[config.mk]
export PLATFORM = sky130hd
export DESIGN_NAME = odd_timer_control
export DESIGN_NICKNAME = d
export VERILOG_FILES = /design/src/hdl/odd_timer_pkg.sv /design/src/hdl/odd_timer_control.sv
export SDC_FILE = /design/constraint.sdc
export NUM_CORES = 1
export LEC_CHECK = 0
export ABC_AREA = 1
export BUFFER_PORTS_ARGS = -buffer_cell sky130_fd_sc_hd__buf_2
export CAP_MARGIN = 10
export CORE_ASPECT_RATIO = 0.5
export CORE_UTILIZATION = 30
export DETAILED_ROUTE_END_ITERATION = 6
export GPL_TIMING_DRIVEN = 0
export SYNTH_ARGS = -nofsm -noshare
export SYNTH_HDL_FRONTEND = slang
export SYNTH_SLANG_ARGS = --single-unit
export TNS_END_PERCENT = 1
[constraint.sdc]
create_clock -name clk -period 2.6 [get_ports clk]
set_input_delay 0.39 -clock clk [delete_from_list [all_inputs] [get_ports clk]]
set_output_delay 0.39 -clock clk [all_outputs]
set_load 0.02 [all_outputs]
[src/hdl/odd_timer_pkg.sv]
// Purpose: Constants for the odd timer control block.
// Assumes: One 16-bit control register reached over a plain strobe port.
// Notes:   Bit positions and encodings of the control register.
package odd_timer_pkg;
    localparam logic [3:0]  ctrl_addr          = 4'h0;
    localparam logic [3:0]  count_addr         = 4'h1;
    localparam int          run_bit            = 15;
    localparam int          idle_bit           = 13;
    localparam int          ext_hi_bit         = 9;
    localparam int          ext_lo_bit         = 8;
    localparam int          gate_bit           = 6;
    localparam int          pre_hi_bit         = 5;
    localparam int          pre_lo_bit         = 4;
    localparam int          src_bit            = 1;
    localparam logic [15:0] ctrl_write_mask    = 16'ha372;
    localparam logic [15:0] ctrl_reset         = 16'h0000;
    localparam logic [1:0]  ext_timer_input    = 2'h3;
    localparam logic [1:0]  ext_low_power_rc_oscillator           = 2'h2;
    localparam logic [1:0]  ext_clock_pin      = 2'h1;
    localparam logic [1:0]  ext_secondary      = 2'h0;
    localparam logic [1:0]  pre_div256         = 2'h3;
    localparam logic [1:0]  pre_div64          = 2'h2;
    localparam logic [1:0]  pre_div8           = 2'h1;
    localparam logic [7:0]  pre_last_256       = 8'hff;
    localparam logic [7:0]  pre_last_64        = 8'h3f;
    localparam logic [7:0]  pre_last_8         = 8'h07;
    localparam logic [7:0]  pre_last_1         = 8'h00;
endpackage

[src/hdl/odd_timer_control.sv]
// Purpose: Control logic of the odd timer of a pair: run, idle stop, source, gate, prescale.
// Assumes: All inputs synchronous to clk; internal tick is one-cycle pulse at Fosc/2.
// Notes:   In paired mode this timer's own control bits are bypassed; even timer rules.
`timescale 1ns/100ps
module odd_timer_control (
    // Clock and reset
    input  wire logic        clk,
    input  wire logic        arst_n,
    // Register port
    input  wire logic [3:0]  addr,
    input  wire logic [15:0] wdata,
    input  wire logic        wr,
    input  wire logic        rd,
    output logic      [15:0] rdata,
    // Count sources
    input  wire logic        internal_tick,
    input  wire logic        generic_timer_input,
    input  wire logic        low_power_rc_oscillator,
    input  wire logic        external_clock_pin,
    input  wire logic        secondary_oscillator,
    input  wire logic        gate_in,
    // System state
    input  wire logic        cpu_idle,
    input  wire logic        pair_32bit,
    // Timer outputs
    output logic             count_tick,
    output logic      [15:0] count
);
    // Control register state.
    logic [15:0] ctrl;
    logic [15:0] next_ctrl;
    // Prescaler and counter state.
    logic [7:0]  pre_cnt;
    logic [7:0]  next_pre_cnt;
    logic [15:0] next_count;
    logic        next_count_tick;
    // Edge history of the selected source and of the gate.
    logic        ext_prev;
    logic        next_ext_prev;
    logic        gate_prev;
    logic        next_gate_prev;
    // Read data state.
    logic [15:0] next_rdata;
    // Decoded strobes and qualified events.
    logic        ctrl_write;
    logic        count_write;
    logic        ext_level;
    logic        src_event;
    logic        gate_fall;
    logic        active;
    logic [7:0]  pre_last;

    // Register port decode, shared by the control and the count groups.
    always_comb begin
        ctrl_write  = wr && (addr == odd_timer_pkg::ctrl_addr);
        count_write = wr && (addr == odd_timer_pkg::count_addr);
    end

    // Source selection, prescale limit and run qualification.
    always_comb begin
        case (ctrl[odd_timer_pkg::ext_hi_bit:odd_timer_pkg::ext_lo_bit])
            odd_timer_pkg::ext_timer_input: ext_level = generic_timer_input;
            odd_timer_pkg::ext_low_power_rc_oscillator:        ext_level = low_power_rc_oscillator;
            odd_timer_pkg::ext_clock_pin:   ext_level = external_clock_pin;
            default:                        ext_level = secondary_oscillator;
        endcase
        case (ctrl[odd_timer_pkg::pre_hi_bit:odd_timer_pkg::pre_lo_bit])
            odd_timer_pkg::pre_div256: pre_last = odd_timer_pkg::pre_last_256;
            odd_timer_pkg::pre_div64:  pre_last = odd_timer_pkg::pre_last_64;
            odd_timer_pkg::pre_div8:   pre_last = odd_timer_pkg::pre_last_8;
            default:                   pre_last = odd_timer_pkg::pre_last_1;
        endcase
        // Gating only applies to the internal tick; external edges ignore it.
        if (ctrl[odd_timer_pkg::src_bit]) begin
            src_event = ext_level && !ext_prev;
        end else if (ctrl[odd_timer_pkg::gate_bit]) begin
            src_event = internal_tick && gate_in;
        end else begin
            src_event = internal_tick;
        end
        // Pairing overrides every local bit, so the even timer alone decides.
        active = ctrl[odd_timer_pkg::run_bit]
                 && !(cpu_idle && ctrl[odd_timer_pkg::idle_bit])
                 && !pair_32bit;
        // Gated mode pulses count_tick as the gate falls, without adding to the count.
        gate_fall = active
                    && !ctrl[odd_timer_pkg::src_bit]
                    && ctrl[odd_timer_pkg::gate_bit]
                    && gate_prev
                    && !gate_in;
    end

    // Control register: only implemented bits are stored, so the rest read zero.
    always_comb begin
        next_ctrl = ctrl;
        if (ctrl_write) begin
            next_ctrl = wdata & odd_timer_pkg::ctrl_write_mask;
        end
    end

    always_ff @(posedge clk or negedge arst_n) begin
        if (!arst_n) begin
            ctrl <= odd_timer_pkg::ctrl_reset;
        end else begin
            ctrl <= next_ctrl;
        end
    end

    // Edge history. The source history follows the selected input even while
    // stopped, so a level already high at start is not taken as a fresh edge.
    always_comb begin
        next_ext_prev  = ext_level;
        next_gate_prev = gate_in;
    end

    always_ff @(posedge clk or negedge arst_n) begin
        if (!arst_n) begin
            ext_prev  <= 1'b0;
            gate_prev <= 1'b0;
        end else begin
            ext_prev  <= next_ext_prev;
            gate_prev <= next_gate_prev;
        end
    end

    // Prescaler and counter. A control write wins over a source event in the
    // same cycle only in the prescaler, which restarts from zero after such a write if the run bit was already set; a terminal event still counts.
    always_comb begin
        next_pre_cnt    = pre_cnt;
        next_count      = count;
        next_count_tick = 1'b0;
        if (active && src_event) begin
            if (pre_cnt >= pre_last) begin
                next_pre_cnt    = 8'h00;
                next_count      = count + 16'h0001;
                next_count_tick = 1'b1;
            end else begin
                next_pre_cnt = pre_cnt + 8'h01;
            end
        end
        if (gate_fall) begin
            next_count_tick = 1'b1;
        end
        if (ctrl_write && ctrl[odd_timer_pkg::run_bit]) begin
            next_pre_cnt = 8'h00;
        end
        // A count write leaves the prescaler alone; of the writes, only a control write made while the run bit is set clears it.
        if (count_write) begin
            next_count = wdata;
        end
    end

    always_ff @(posedge clk or negedge arst_n) begin
        if (!arst_n) begin
            pre_cnt    <= 8'h00;
            count      <= 16'h0000;
            count_tick <= 1'b0;
        end else begin
            pre_cnt    <= next_pre_cnt;
            count      <= next_count;
            count_tick <= next_count_tick;
        end
    end

    // Read data stand for one cycle after the strobe and are zero otherwise.
    always_comb begin
        next_rdata = 16'h0000;
        if (rd) begin
            case (addr)
                odd_timer_pkg::ctrl_addr:  next_rdata = ctrl;
                odd_timer_pkg::count_addr: next_rdata = count;
                default:                   next_rdata = 16'h0000;
            endcase
        end
    end

    always_ff @(posedge clk or negedge arst_n) begin
        if (!arst_n) begin
            rdata <= 16'h0000;
        end else begin
            rdata <= next_rdata;
        end
    end

    // Limitation: external inputs are sampled on clk, so a source must stay
    // high and low for at least one clock each to be counted once.

    // Limitation: the gate is also taken as synchronous; a gate pulse shorter
    // than one clock can be lost entirely.

endmodule // odd_timer_control

==> results.cfg, run 1 <==
[status]
status = finished, final reports clean

[die]
core_area_mm2 = 0.00954
start_util_pct = 31.2
die_x_um = 143
die_area_mm2 = 0.0104
num_rows = 25
io_pins = 65
die_y_um = 72.5

[setup_path]
crit_top_cell = nand2_1
rrSetupSlack_ns = 0.40
path_cells = inv_1, ha_1, a21oi_1, nor2_1, nor3_4, nand3_4, nand2_4, buf_6, nand2_1, nand2_1
cp_data_required_time_ns = 2.83
cp-end-kind = flip-flop
path_delay_family = simple AND/OR/NAND/NOR gates
cp_max_fo = 10
start_kind = flip-flop
path_class = flip-flop to flip-flop
crit_buf_inv = 2
worstPathArrival_ns = 2.44
cp_slowest_cell = dfrtp_1
slowest_delay_ns = 0.40

[clocking]
clk_pin_slew_ns = 0.07
clock-sinks = 51
cts-root-buf = clkbuf_16
insertion_delay_ns = 0.29
cts_tree = done
htree_levels = 2
cts_hold_buffers = 0
cts.path.max_buffers = 2
post_cts_buffers = 0
numCtsBuffers = 5
cts_resized = 0

[drt]
vias = 2793
drt-wirelength-per-cell_um = 12.7
drc = 0
drt-total-wl_um = 7860
first_pass_iters = 4
via_per_inst = 4.51
first_iter_violations = 148
ant_nets = 0

[finish]
layout.cells.non_filler = 619
regArea_mm2 = 0.00128
fillers = 1008
final_layout_size_suffix_gt1_share_pct = 19.6
fin_nets = 523
finalInstanceArea_mm2 = 0.00365
multi_input_area_mm2 = 0.00148
diodes = 0
syn2layout_area_growth_pct = 22.7

[sta]
relSlewSlack_pct = 61.8
min_period_ns = 2.20
timing.fmax_mhz = 454
hold_viol_final = 0
final.period_utilization_pct = 84.8
drv_slew = 0
setup_viol = 0
fin_skew_ns = 0.00759
fin_setup_tns_ns = 0
grt_setup_unrepaired = no
tightest_slew_ns = 0.573

[global_routing]
grt_overflow_total = 0
grt_pass1_wl_um = 13200
first_global_vias = 2806
track_usage_pct = 16.6
antenna_found_initial = 0
grt_max_degree = 52

[job]
maxCapViolations = 0

[yosys]
netlist.area_leader.share_pct = 42.8
yosys_warnings = 0
ys_ff_latch = 51
synth_cell_types = 26
syn_inst = 410
netlist_area_mm2 = 0.00298
synth.avg_cell_area_um2 = 7.27
synth_top_area_cell = dfrtp_1
seq_area_frac_synth_pct = 42.8
netlist_top_cells_area = dfrtp_1 (43%), nand2_1 (20%), nand3_1 (5.4%)
syn_nets = 450

[placement]
dp_hpwl_um = 5760
dpl.cell_count = 609
postPlaceCellArea_mm2 = 0.00347
port_buffers = 64
gp_congestion = 0.867

[pwr]
p_per_area_mw_per_mm2 = 633
vdd_ir_drop_max_v = 0.000269
p_leak_nw = 1.96

[worst_hold_path]
holdCritPathClass = input pin to flip-flop
## power by group
part	switching, mW	total, mW	internal (mW)
sequential	0.135	1.03	0.890
clock	0.294	0.705	0.411
combinational	0.357	0.581	0.225
total	0.787	2.31	1.53
## stage by stage
stage	worst slack, ns	utilization [%]	hold WS [ns]	power, mW
2_1_floorplan	0.782	-	0.0944	1.42
3_3_place_gp	0.423	36.4	0.486	1.60
3_5_place_dp	0.403	36.4	0.491	1.61
4_1_cts	0.388	38.0	0.236	2.33
5_1_grt	0.220	38.3	0.225	2.47
6_report	0.395	38.3	0.233	2.31
## cell usage in the layout (no fill, tap or decap), types with 10 or more instances in the layout
cell	instances
a21oi_1	10
nand2_1	161
o21ai_0	21
nor2_1	27
dfrtp_1	51
nand3_1	32
buf_2	65
inv_1	40
nand4_1	14
## synth_stat cells, drive strengths merged
cell type	number
xnor2	3
and2	1
nor2	31
nand2	167
a21boi	1
clkbuf	2
nand3	33
inv	42
nor3	10
buf	7
a21oi	10
nand3b	2
dfrtp	51
nand4	14
o21ai	23
ha	8
xor2	5
## area by class of cell
| type | instances | area share (%) |
|---|---|---|
| Multi-Input combinational cell | 308 | 40.6 |
| Sequential cell | 51 | 34.9 |
| Timing Repair Buffer | 66 | 9.59 |
| Tap cell | 135 | 4.62 |
| Inverter | 42 | 4.31 |
| Clock buffer | 8 | 4.28 |
| Buffer | 9 | 1.68 |
## per-layer routing
metal  global-route usage (%)  part of all wire [%]  up-vias
li1                         -                     -     1448
met1                     20.9                    47     1286
met2                     28.7                    48       52
met3                     3.56                   3.3        7
met4                     5.02                   1.0        0
met5                        0                     0        -
## flip-flops by register name, indices dropped and copies added (netlist names)
register    count
count          16
count_tick      1
ctrl            8
ext_prev        1
gate_prev       1
pre_cnt         8
rdata          16
## worst paths after layout
path,depth (start not counted),endpoint,startpoint
setup / recovery,10,count[13],ctrl[5]
hold / removal,1,gate_prev,gate_in
setup reg to reg,10,count[13],ctrl[5]
hold reg to reg,2,ctrl[13],ctrl[13]
max in group asynchronous,3,rdata[9],arst_n
min in group asynchronous,2,pre_cnt[5],arst_n
## cell families after synthesis
family	Yosys count	share of synthesized area (%)
flip-flops	51	42.8
buffers and inverters	51	7.35
adder cells (fa/ha/maj)	8	3.36
XOR/XNOR	8	2.35
AND/OR/NAND/NOR	258	38.2
AO/OA/AOI/OAI	34	5.92
(Power assumes the default switching activity.)
==> inputs of run 2 (changes only) <==
==> constraint.sdc (replaced) <==
create_clock -name clk -period 1.95 [get_ports clk]
set_input_delay 0.2925 -clock clk [delete_from_list [all_inputs] [get_ports clk]]
set_output_delay 0.2925 -clock clk [all_outputs]
set_load 0.02 [all_outputs]
==> run 2 against run 1 <==
  * Hold slack got worse by 0.091 ns
  * Combinational power rose by 53%
  * Design area is 3.4% higher
  * Largest power group unchanged
==> results.cfg, run 2 (same netlist as run 1, synthesis figures left out) <==
[status]
status = finished, final reports clean

[placement]
port_buffers = 64
postPlaceCellArea_mm2 = 0.00347
dp_hpwl_um = 5760
gp_congestion = 0.867
pre_cts_ws_ns = -0.247

[global_routing]
grt_max_degree = 52
grt_pass1_wl_um = 13300
grt_overflow_total = 0
antenna_found_initial = 0
first_global_vias = 2824
track_usage_pct = 16.6

[sta]
fin_ws_ns = 0.119
final.period_utilization_pct = 93.9
setup_viol = 0
fin_skew_ns = 0.00470
timing.fmax_mhz = 546
hold_viol_final = 0
fin_setup_tns_ns = 0
min_period_ns = 1.83
tightest_slew_ns = 0.581
drv_slew = 0
relSlewSlack_pct = 61.3

[drt]
met1_length_um = 3830
met2_length_um = 3970
drt-total-wl_um = 8100
top_layer = met4
first_iter_violations = 189
first_pass_iters = 4
wl_met3_um = 239
ant_nets = 0
drt-wirelength-per-cell_um = 12.9
via_per_inst = 4.57
vias = 2882
drc = 0

[setup_path]
path_class = flip-flop to flip-flop
start_kind = flip-flop
cp_max_fo = 10
cp-end-kind = flip-flop
worstPathArrival_ns = 2.06
cp_data_required_time_ns = 2.18

[finish]
finalInstanceArea_mm2 = 0.00378
multi_input_area_mm2 = 0.00152
fin_nets = 534
top_regs = count: 16 flops, rdata: 16 flops
fin_util_pct = 39.6
fillers = 1001
final_common_cell = nand2_1
regArea_mm2 = 0.00128
final_cell_mix = nand2_1 (160), buf_2 (65), dfrtp_1 (50), inv_1 (39), nand3_1 (32)
final_layout_size_suffix_gt1_share_pct = 22.8
diodes = 0
syn2layout_area_growth_pct = 26.8

[clocking]
clock-sinks = 51
insertion_delay_ns = 0.29
cts-root-buf = clkbuf_16
htree_levels = 2
cts.path.max_buffers = 2
clk_pin_slew_ns = 0.07
numCtsBuffers = 5
cts_tree = done

[pwr]
vdd_ir_drop_max_v = 0.000359
p_per_area_mw_per_mm2 = 850
p_seq_share_pct = 43.0
p_sw_mw = 1.11
power_switching_share_pct = 34.5
p_leak_nw = 2.02
p_int_mw = 2.10
p_clk_share_pct = 29.3
p_comb_share_pct = 27.7

[die]
num_rows = 25
core_area_mm2 = 0.00954
die_area_mm2 = 0.0104
die_x_um = 143
start_util_pct = 31.2
io_pins = 65
die_y_um = 72.5

[job]
maxCapViolations = 0

[worst_hold_path]
holdCritPathClass = input pin to flip-flop
## run 2: through the flow
step | std cells | power (mW) | hold slack (ns)
CTS | 622 | 3.14 | 0.139
finish | 630 | 3.21 | 0.142
floorplan | 410 | 1.89 | -0.00309
global placement | 609 | 2.14 | 0.438
detailed placement | 609 | 2.15 | 0.440
global route | 630 | 3.42 | 0.128
## run 2: path summary, 6_finish.rpt
| kind | start | end | slack [ns] | cells past startpoint |
|---|---|---|---|---|
| setup / recovery | ctrl[5] | count[13] | 0.12 | 12 |
| hold / removal | gate_in | gate_prev | 0.14 | 1 |
| setup reg to reg | ctrl[5] | count[13] | 0.12 | 12 |
| hold reg to reg | ctrl[13] | ctrl[13] | 0.50 | 2 |
| max in group asynchronous | arst_n | ctrl[5] | 1.02 | 3 |
| min in group asynchronous | arst_n | pre_cnt[6] | 0.42 | 2 |
## run 2: final cells by class
cell class                 count  area share [%]
multi-input combinational    309            40.3
sequential                    51            33.8
timing repair buffer          76            11.3
tap                          135            4.47
inverter                      42            4.17
clock buffer                   8            4.14
buffer                         9            1.82
## run 2: routing by layer
| metal | up-vias | GRT usage (%) |
|---|---|---|
| met5 | - | 0 |
| met4 | 0 | 5.26 |
| met3 | 5 | 3.70 |
| met2 | 55 | 28.5 |
| met1 | 1347 | 21.0 |
| li1 | 1475 | - |
## run 2: power groups by stage
stage / clock network, mW / registers (mW) / logic [mW]
final: 0.941 / 1.38 / 0.890
after global routing: 1.00 / 1.40 / 1.02
after CTS: 0.967 / 1.36 / 0.807
after detailed placement: 0 / 1.38 / 0.769
after global placement: 0 / 1.38 / 0.756
after floorplan: 0 / 1.40 / 0.492
## run 2: repair_timing
action	CTS	global route
setup buffers	5	5
hold endpoints to repair	0	10
gates cloned	0	1
hold buffers	0	1
pin swaps	3	4
gates resized for setup	2	9
endpoints found under the setup margin	16	24
## run 2: critical path, stage by stage, from the launching register on
cell     delay (ns)
dfrtp_2        0.44
nor2_4         0.17
ha_4           0.23
a21oi_2        0.14
nand2_1        0.06
nand2_1        0.08
nand2_2        0.08
nand2_4        0.10
nand3_4        0.11
nand2_4        0.11
buf_8          0.13
nand2_1        0.05
nand2_1        0.06
